### src/tpcs_params.svh
`ifndef TPCS_PARAMS_SVH
`define TPCS_PARAMS_SVH

// Data widths of the low-rate results (signed two's complement fractions)
`define TPCS_DW 24
// Channel switch ratio is unsigned fixed point, 1 integer bit + 23 fraction bits
`define TPCS_RATIO_FRAC 23
// Meter configuration encodings
`define TPCS_METER_CONFIG_SELECT_ONE_LINE_NEUTRAL 2'h0
`define TPCS_METER_CONFIG_SELECT_TWO_LINE 2'h1
// Reset values
`define TPCS_RST_SEL 1'b0
`define TPCS_RST_TOTAL 24'h000000
// Cycles from a new-average strobe to total update: compare stage, then output stage
`define TPCS_LATENCY 2

`endif

### src/tpcs_pkg.sv
`include "tpcs_params.svh"

package tpcs_pkg;
  typedef logic signed [`TPCS_DW-1:0] tpcs_word_t;
  typedef logic [`TPCS_DW-1:0] tpcs_mag_t;
  typedef enum logic [1:0] {TPCS_IDLE, TPCS_SELECT, TPCS_UPDATE} tpcs_state_e;
endpackage

### src/tpcs_channel_picker.sv
`timescale 1ns/1ps
`include "tpcs_params.svh"

// Decides which channel feeds the totals in line-plus-neutral mode
module tpcs_channel_picker
  import tpcs_pkg::*;
(
  // Clock and reset
  input wire logic sys_clk_i,
  input wire logic rst_n_i,
  // Evaluation strobe
  input wire logic eval_i,
  // Metrics and thresholds
  input wire logic select_by_current_flag_i,
  input wire tpcs_word_t ch1_avg_active_i,
  input wire tpcs_word_t ch2_avg_active_i,
  input wire tpcs_mag_t ch1_rms_current_i,
  input wire tpcs_mag_t ch2_rms_current_i,
  input wire tpcs_mag_t min_select_amplitude_i,
  input wire tpcs_mag_t min_select_current_i,
  input wire tpcs_mag_t channel_switch_ratio_i,
  // Manual override
  input wire logic auto_select_hold_i,
  input wire logic forced_channel_i,
  // Selected channel, 0 = channel 1, 1 = channel 2
  output logic sel_ch2_o
);

  logic sel_ch2;
  logic next_sel_ch2;
  tpcs_mag_t m1;
  tpcs_mag_t m2;
  tpcs_mag_t mmin;
  tpcs_mag_t m_act;
  tpcs_mag_t m_oth;
  logic [2*`TPCS_DW-1:0] scaled;
  logic [2*`TPCS_DW-1:0] oth_wide;
  logic auto_ok;
  logic switch_ok;

  // Magnitude of a signed power result; most negative value saturates
  function automatic tpcs_mag_t mag(input tpcs_word_t v);
    tpcs_word_t n;
    begin
      n = -v;
      if (!v[`TPCS_DW-1])
        mag = tpcs_mag_t'(v);
      else if (n[`TPCS_DW-1])
        mag = {1'b0, {(`TPCS_DW-1){1'b1}}};
      else
        mag = tpcs_mag_t'(n);
    end
  endfunction

  // Metric choice and hysteresis compare
  always_comb
  begin
    m1 = select_by_current_flag_i ? ch1_rms_current_i : mag(ch1_avg_active_i);
    m2 = select_by_current_flag_i ? ch2_rms_current_i : mag(ch2_avg_active_i);
    mmin = select_by_current_flag_i ? min_select_current_i : min_select_amplitude_i;
    m_act = sel_ch2 ? m2 : m1;
    m_oth = sel_ch2 ? m1 : m2;
    auto_ok = (m1 > mmin) || (m2 > mmin);
    // Ratio product is kept full width so a ratio above 1.0 cannot wrap
    scaled = {{`TPCS_DW{1'b0}}, m_act} * {{`TPCS_DW{1'b0}}, channel_switch_ratio_i};
    // Other metric aligned to the ratio's binary point; strict compare gives the hysteresis
    oth_wide = {{(`TPCS_DW-`TPCS_RATIO_FRAC){1'b0}}, m_oth, {`TPCS_RATIO_FRAC{1'b0}}};
    switch_ok = oth_wide > scaled;
    next_sel_ch2 = sel_ch2;
    if (eval_i)
    begin
      if (auto_select_hold_i)
        next_sel_ch2 = forced_channel_i;
      else if (auto_ok && switch_ok)
        next_sel_ch2 = ~sel_ch2;
    end
  end

  // Starts on channel 1 in automatic mode without any setup
  always_ff @(posedge sys_clk_i or negedge rst_n_i)
  begin
    if (!rst_n_i)
      sel_ch2 <= `TPCS_RST_SEL;
    else
      sel_ch2 <= next_sel_ch2;
  end

  assign sel_ch2_o = sel_ch2;

  chk_hold_forces: assert property (@(posedge sys_clk_i) disable iff (!rst_n_i)
    eval_i && auto_select_hold_i |=> sel_ch2 == $past(forced_channel_i))
    else $error("Hold did not force the channel");
  chk_min_gate: assert property (@(posedge sys_clk_i) disable iff (!rst_n_i)
    eval_i && !auto_select_hold_i && !auto_ok |=> $stable(sel_ch2))
    else $error("Channel changed below minimum amplitude");
  chk_hysteresis_hold: assert property (@(posedge sys_clk_i) disable iff (!rst_n_i)
    eval_i && !auto_select_hold_i && !switch_ok |=> $stable(sel_ch2))
    else $error("Channel changed inside hysteresis band");
  chk_switch_taken: assert property (@(posedge sys_clk_i) disable iff (!rst_n_i)
    eval_i && !auto_select_hold_i && auto_ok && switch_ok |=> sel_ch2 != $past(sel_ch2))
    else $error("Channel switch missed");
  chk_no_eval_stable: assert property (@(posedge sys_clk_i) disable iff (!rst_n_i)
    !eval_i |=> $stable(sel_ch2))
    else $error("Selection moved outside evaluation");
  cov_auto_switch: cover property (@(posedge sys_clk_i) disable iff (!rst_n_i)
    eval_i && !auto_select_hold_i && auto_ok && switch_ok);
  cov_hyst_block: cover property (@(posedge sys_clk_i) disable iff (!rst_n_i)
    eval_i && auto_ok && !switch_ok && (m_oth > m_act));
endmodule

### src/tpcs_total_power.sv
`timescale 1ns/1ps
`include "tpcs_params.svh"

// Functional notes
// - Two-line mode 01: each total is half the sum of both channels.
// - Mode 00 default: totals copy the selected channel's three averages.
// - Automatic selection is active from reset with no software setup.
// - Metric is averaged active power when flag is 0, RMS current when 1.
// - Automatic changes allowed only while some channel metric exceeds the minimum.
// - Automatic selection toggles between the channels on a strobe, comparing metric magnitudes.
// - Switch only when other metric exceeds active metric times switch ratio.
// - Active metric dropping below the other does not switch by itself.
// - Hold bit disables automatic choice; forced-channel bit picks the channel.
module tpcs_total_power
  import tpcs_pkg::*;
(
  // Clock and reset
  input wire logic sys_clk_i,
  input wire logic rst_n_i,
  // New averages strobe, one cycle per averaging interval
  input wire logic avg_valid_i,
  // Channel 1 averages
  input wire tpcs_word_t ch1_avg_active_i,
  input wire tpcs_word_t ch1_avg_reactive_i,
  input wire tpcs_word_t ch1_avg_apparent_i,
  input wire tpcs_mag_t ch1_rms_current_i,
  // Channel 2 averages
  input wire tpcs_word_t ch2_avg_active_i,
  input wire tpcs_word_t ch2_avg_reactive_i,
  input wire tpcs_word_t ch2_avg_apparent_i,
  input wire tpcs_mag_t ch2_rms_current_i,
  // Configuration bits
  input wire logic [1:0] meter_config_select_i,
  input wire logic select_by_current_flag_i,
  input wire tpcs_mag_t min_select_amplitude_i,
  input wire tpcs_mag_t min_select_current_i,
  input wire tpcs_mag_t channel_switch_ratio_i,
  input wire logic auto_select_hold_i,
  input wire logic forced_channel_i,
  // Totals and status
  output tpcs_word_t total_active_o,
  output tpcs_word_t total_reactive_o,
  output tpcs_word_t total_apparent_o,
  output logic total_valid_o,
  output logic active_ch2_o
);

  tpcs_state_e state;
  tpcs_state_e next_state;
  tpcs_word_t p1, q1, s1, p2, q2, s2;
  tpcs_word_t next_p1, next_q1, next_s1, next_p2, next_q2, next_s2;
  tpcs_word_t tot_p, tot_q, tot_s;
  tpcs_word_t next_tot_p, next_tot_q, next_tot_s;
  logic tot_valid;
  logic next_tot_valid;
  logic act_ch2;
  logic next_act_ch2;
  logic eval;
  logic sel_ch2;

  // Half of a sum; widened so two full-scale values do not overflow
  function automatic tpcs_word_t half_sum(input tpcs_word_t a, input tpcs_word_t b);
    logic signed [`TPCS_DW:0] s;
    begin
      s = {a[`TPCS_DW-1], a} + {b[`TPCS_DW-1], b};
      half_sum = s[`TPCS_DW:1];
    end
  endfunction

  // Evaluation happens in the cycle the averages arrive, so the pick
  // is settled one cycle before the totals are written
  assign eval = avg_valid_i;

  tpcs_channel_picker u_picker (
    .sys_clk_i(sys_clk_i),
    .rst_n_i(rst_n_i),
    .eval_i(eval),
    .select_by_current_flag_i(select_by_current_flag_i),
    .ch1_avg_active_i(ch1_avg_active_i),
    .ch2_avg_active_i(ch2_avg_active_i),
    .ch1_rms_current_i(ch1_rms_current_i),
    .ch2_rms_current_i(ch2_rms_current_i),
    .min_select_amplitude_i(min_select_amplitude_i),
    .min_select_current_i(min_select_current_i),
    .channel_switch_ratio_i(channel_switch_ratio_i),
    .auto_select_hold_i(auto_select_hold_i),
    .forced_channel_i(forced_channel_i),
    .sel_ch2_o(sel_ch2)
  );

  // Sequencer, capture and total computation
  always_comb
  begin
    next_state = state;
    next_p1 = p1;
    next_q1 = q1;
    next_s1 = s1;
    next_p2 = p2;
    next_q2 = q2;
    next_s2 = s2;
    next_tot_p = tot_p;
    next_tot_q = tot_q;
    next_tot_s = tot_s;
    next_tot_valid = 1'b0;
    next_act_ch2 = act_ch2;
    case (state)
      TPCS_IDLE:
      begin
        if (avg_valid_i)
        begin
          // Latch the averages so late input changes cannot tear a result
          next_p1 = ch1_avg_active_i;
          next_q1 = ch1_avg_reactive_i;
          next_s1 = ch1_avg_apparent_i;
          next_p2 = ch2_avg_active_i;
          next_q2 = ch2_avg_reactive_i;
          next_s2 = ch2_avg_apparent_i;
          next_state = TPCS_SELECT;
        end
      end
      TPCS_SELECT:
      begin
        if (meter_config_select_i == `TPCS_METER_CONFIG_SELECT_TWO_LINE)
        begin
          next_tot_p = half_sum(p1, p2);
          next_tot_q = half_sum(q1, q2);
          next_tot_s = half_sum(s1, s2);
        end
        else
        begin
          // Other codes are treated as line-plus-neutral
          next_tot_p = sel_ch2 ? p2 : p1;
          next_tot_q = sel_ch2 ? q2 : q1;
          next_tot_s = sel_ch2 ? s2 : s1;
        end
        next_act_ch2 = sel_ch2;
        next_tot_valid = 1'b1;
        next_state = TPCS_UPDATE;
      end
      TPCS_UPDATE:
        next_state = TPCS_IDLE;
      default:
        next_state = TPCS_IDLE;
    endcase
  end

  // Register stage; a strobe during SELECT or UPDATE is dropped, fine
  // because intervals are at least a hundred samples apart
  always_ff @(posedge sys_clk_i or negedge rst_n_i)
  begin
    if (!rst_n_i)
    begin
      state <= TPCS_IDLE;
      p1 <= `TPCS_RST_TOTAL;
      q1 <= `TPCS_RST_TOTAL;
      s1 <= `TPCS_RST_TOTAL;
      p2 <= `TPCS_RST_TOTAL;
      q2 <= `TPCS_RST_TOTAL;
      s2 <= `TPCS_RST_TOTAL;
      tot_p <= `TPCS_RST_TOTAL;
      tot_q <= `TPCS_RST_TOTAL;
      tot_s <= `TPCS_RST_TOTAL;
      tot_valid <= 1'b0;
      act_ch2 <= `TPCS_RST_SEL;
    end
    else
    begin
      state <= next_state;
      p1 <= next_p1;
      q1 <= next_q1;
      s1 <= next_s1;
      p2 <= next_p2;
      q2 <= next_q2;
      s2 <= next_s2;
      tot_p <= next_tot_p;
      tot_q <= next_tot_q;
      tot_s <= next_tot_s;
      tot_valid <= next_tot_valid;
      act_ch2 <= next_act_ch2;
    end
  end

  assign total_active_o = tot_p;
  assign total_reactive_o = tot_q;
  assign total_apparent_o = tot_s;
  assign total_valid_o = tot_valid;
  assign active_ch2_o = act_ch2;

  chk_total_latency: assert property (@(posedge sys_clk_i) disable iff (!rst_n_i)
    state == TPCS_IDLE && avg_valid_i |-> ##2 total_valid_o)
    else $error("Totals not updated two cycles after averages");
  chk_two_line_sum: assert property (@(posedge sys_clk_i) disable iff (!rst_n_i)
    state == TPCS_IDLE && avg_valid_i && meter_config_select_i == `TPCS_METER_CONFIG_SELECT_TWO_LINE
    ##1 meter_config_select_i == `TPCS_METER_CONFIG_SELECT_TWO_LINE
    |=> total_active_o == half_sum($past(ch1_avg_active_i, 2), $past(ch2_avg_active_i, 2)))
    else $error("Two-line total is not half the sum");
  chk_single_copy: assert property (@(posedge sys_clk_i) disable iff (!rst_n_i)
    total_valid_o && active_ch2_o && meter_config_select_i != `TPCS_METER_CONFIG_SELECT_TWO_LINE
    && $past(meter_config_select_i) != `TPCS_METER_CONFIG_SELECT_TWO_LINE
    |-> total_reactive_o == q2)
    else $error("Single-channel total does not copy channel 2");
  chk_ch1_copy: assert property (@(posedge sys_clk_i) disable iff (!rst_n_i)
    total_valid_o && !active_ch2_o && meter_config_select_i != `TPCS_METER_CONFIG_SELECT_TWO_LINE
    && $past(meter_config_select_i) != `TPCS_METER_CONFIG_SELECT_TWO_LINE
    |-> total_active_o == p1)
    else $error("Single-channel total does not copy channel 1");
  chk_reset_auto: assert property (@(posedge sys_clk_i)
    $rose(rst_n_i) |-> !active_ch2_o)
    else $error("Selection not on channel 1 after reset");
  // Totals and the channel flag only move on the update edge
  chk_totals_hold: assert property (@(posedge sys_clk_i) disable iff (!rst_n_i)
    !total_valid_o |-> $stable(total_active_o) && $stable(active_ch2_o))
    else $error("Totals moved without an update");
  chk_valid_pulse: assert property (@(posedge sys_clk_i) disable iff (!rst_n_i)
    total_valid_o |=> !total_valid_o)
    else $error("Update pulse longer than one cycle");
  cov_two_line: cover property (@(posedge sys_clk_i) disable iff (!rst_n_i)
    total_valid_o && meter_config_select_i == `TPCS_METER_CONFIG_SELECT_TWO_LINE);
  cov_ch2_selected: cover property (@(posedge sys_clk_i) disable iff (!rst_n_i)
    total_valid_o && active_ch2_o);
  // Reserved codes fall back to line-plus-neutral
  cov_mode_reserved: cover property (@(posedge sys_clk_i) disable iff (!rst_n_i)
    total_valid_o && meter_config_select_i[1]);
endmodule

### config.mk
export PLATFORM = sky130hd
export DESIGN_NAME = tpcs_total_power
export DESIGN_NICKNAME = d
export VERILOG_FILES = /design/src/tpcs_pkg.sv /design/src/tpcs_channel_picker.sv /design/src/tpcs_total_power.sv
export VERILOG_INCLUDE_DIRS = /design/src
export SDC_FILE = /design/constraint.sdc
export NUM_CORES = 2
export LEC_CHECK = 0
export BUFFER_PORTS_ARGS = -buffer_cell sky130_fd_sc_hd__buf_2
export CAP_MARGIN = 20
export CORE_MARGIN = 8
export CORE_UTILIZATION = 50
export CTS_BUF_LIST = sky130_fd_sc_hd__clkbuf_4
export CTS_CLUSTER_DIAMETER = 40
export DETAILED_ROUTE_END_ITERATION = 10
export PLACE_DENSITY = 0.77
export REMOVE_ABC_BUFFERS = 1
export SYNTH_ARGS = -nofsm -noshare
export SYNTH_HDL_FRONTEND = slang
export SYNTH_HIERARCHICAL = 1
export SYNTH_SLANG_ARGS = --single-unit
### constraint.sdc
create_clock -name sys_clk_i -period 31.4 [get_ports sys_clk_i]
set_clock_uncertainty 0.05 [all_clocks]
set_input_delay 1.57 -clock sys_clk_i [delete_from_list [all_inputs] [get_ports sys_clk_i]]
set_output_delay 1.57 -clock sys_clk_i [all_outputs]
set_load 0.01 [all_outputs]
==> reports/results.ini <==
[status]
status=complete, no violations

[drt]
ant_nets=0
vias_per_cell=5.74
finalWirelength_um=110000
dr.pass1.iters=5
wl_per_cell_um=21.6
drt_iter0_markers=2317
drc_errors=0
vias=29200

[yosys]
ys.flop_type=dfrtp_1
synthCells=3861
synth.cell_area_um2=35500
yosysUniqueCellTypes=80
ys_ff_latch=221
async_reset_ff_share_pct=100
syn_avg_cell_area_um2=9.20
synth_edf_count=0
yosys_warnings=6
yosysSeqAreaShare_pct=15.6

[clock_tree]
cts-resized-gates=0
cts_buffers=53
postCtsSetupBuffers=0
cts_tree=yes
cts_root_buf=clkbuf_4
cts.reportedPaths.clkPinSlew_ns=0.08
ctsLongestPathBuffers=3
cts-hold-fix-buffers=0
clock-sinks=221
h-tree-depth=2
worstSkewPairLatency_ns=0.72

[sta]
fmax_mhz=69.3
fin_crit_ns=14.42
relSlewSlack_pct=25.7
final-setup-viol-count=0
tns_ns=0
grt_setup_unrepaired=no
finalHoldViolCount=0
finalCritPeriodShare_pct=45.9
slew_violations=0
hold_slack_ns=0.427
worstMarginPinSlew_ns=1.11

[critical_path]
required_ns=31.97
critPathMaxFanout=24
r2r_end=u_picker/sel_ch2_o$_DFFE_PN0P_
cp_slowest_cell=nor4_4
crit_path_end=u_picker/sel_ch2_o$_DFFE_PN0P_
setup.worst_path.start=ch1_avg_active_i[8]
critPathLaunchType=input port
critical_path_arrival_ns=14.99
r2r_cells=38
rr_startpoint=u_picker/sel_ch2_o$_DFFE_PN0P_
path_class=input port to flop
cp_slowest_stage_delay_ns=0.66
crit_path_end_kind=flop
r2r_slack_ns=18.74

[cells_and_area]
final_common_cell=inv_1
drive_above_1_share_pct=16.3
fill_cells=6362
layout.nets=5169
final_cell_mix=inv_1, fa_1, nand2_1
syn_to_final_growth_pct=8.62

[global_route]
grt-busiest-layer=met2
grt_pass1_wl_um=172000
grtUsageMet3_pct=8.76
grt_antenna_before_repair=25
met1_usage_pct=37.3
gr-total-overflow=0
grt_pass1_vias=30200
grt_max_degree=79
grt_usage_pct=27.6
use_met2_pct=41.7

[floorplan]
die-area_um2=79800
fp.dieH_um=283
io-pin-count=346
die_x_um=283
rows=97
core_area_um2=70100
initial_core_util_pct=50.6

[min_path]
hold_path_class=flop to flop
holdPathStages=2

[place]
port_buffers=345
place.gp.congestion=0.958
dp_hpwl_um=86900

[flow_run]
maxCapViolCount=0

## cells in the mapped netlist, types with 28 or more instances
library cell	instances	area, um^2
nand2_1	472	1770
ha_1	317	3970
fa_1	485	9710
a21o_1	60	450
nand4_1	28	175
nor2_1	115	432
inv_1	587	2200
a21oi_1	156	781
mux2i_1	102	1020
xnor2_1	65	569
o21ai_0	116	581
xor2_1	66	578
dfrtp_1	221	5530
buf_2	36	180
nand3_1	34	170
mux2_2	186	2090
clkbuf_1	141	529
and2_1	279	1750
## layout make-up
| cell class | count | area (um^2) | area share, % |
|---|---|---|---|
| Timing Repair Buffer | 367 | 1900 | 4.93 |
| Clock inverter | 16 | 126 | 0.328 |
| Multi-Input combinational cell | 2864 | 27000 | 70.1 |
| Inverter | 588 | 2210 | 5.72 |
| Antenna cell | 16 | 40.0 | 0.104 |
| Sequential cell | 221 | 5530 | 14.3 |
| Tap cell | 940 | 1180 | 3.05 |
| Clock buffer | 73 | 548 | 1.42 |
## registers in the layout, summed over array words and instances (netlist names)
register / flops
p1: 24
state: 2
u_picker/sel_ch2_o: 1
total_apparent_o: 24
s1: 24
p2: 24
total_active_o: 24
total_reactive_o: 24
s2: 24
q2: 24
q1: 24
active_ch2_o: 1
total_valid_o: 1
## metal layers
metal | vias to the layer above | routed length (um)
li1 | 13100 | -
met1 | 14500 | 46400
met2 | 1281 | 48300
met3 | 236 | 11200
met4 | 20 | 3820
met5 | - | 138
## how the worst min path moves through the flow
stage | from | to | slack, ns
after CTS | active_ch2_o$_DFFE_PN0P_ | active_ch2_o$_DFFE_PN0P_ | 0.43
after floorplan | p2[17]$_DFFE_PN0P_ | p2[17]$_DFFE_PN0P_ | 0.45
final | active_ch2_o$_DFFE_PN0P_ | active_ch2_o$_DFFE_PN0P_ | 0.43
after global placement | active_ch2_o$_DFFE_PN0P_ | active_ch2_o$_DFFE_PN0P_ | 0.41
after global routing | active_ch2_o$_DFFE_PN0P_ | active_ch2_o$_DFFE_PN0P_ | 0.44
after detailed placement | active_ch2_o$_DFFE_PN0P_ | active_ch2_o$_DFFE_PN0P_ | 0.41
## critical path: cells and delay by family
kind            cells  cell delay [ns]
compound gates     10             3.16
fa+ha+maj           9             4.28
buf+inv             8             0.52
mux                 1             0.63
simple gates       15             4.80
## cells by family after synthesis
kind of cell | synth area share, %
fa+ha+maj | 38.5
mux | 8.81
flops | 15.6
simple gates | 14.5
xor+xnor | 3.23
buf+inv | 8.37
compound gates | 11.0
## metrics by stage
| step | area [um^2] | utilization (%) | instances | setup WS, ns |
|---|---|---|---|---|
| 3_3_place_gp | 37900 | 54.0 | 4979 | 16.76 |
| 4_1_cts | 38500 | 54.9 | 5068 | 17.24 |
| 2_1_floorplan | 34800 | - | 3673 | 17.85 |
| 6_report | 38600 | 55.0 | 5085 | 16.98 |
| 3_5_place_dp | 37900 | 54.0 | 4979 | 16.48 |
| 5_1_grt | 38600 | 55.0 | 5079 | 16.32 |
Power is left out: the tool's default activity adds up to more than one toggle a clock period on the data nets, which glitch-free logic cannot reach.
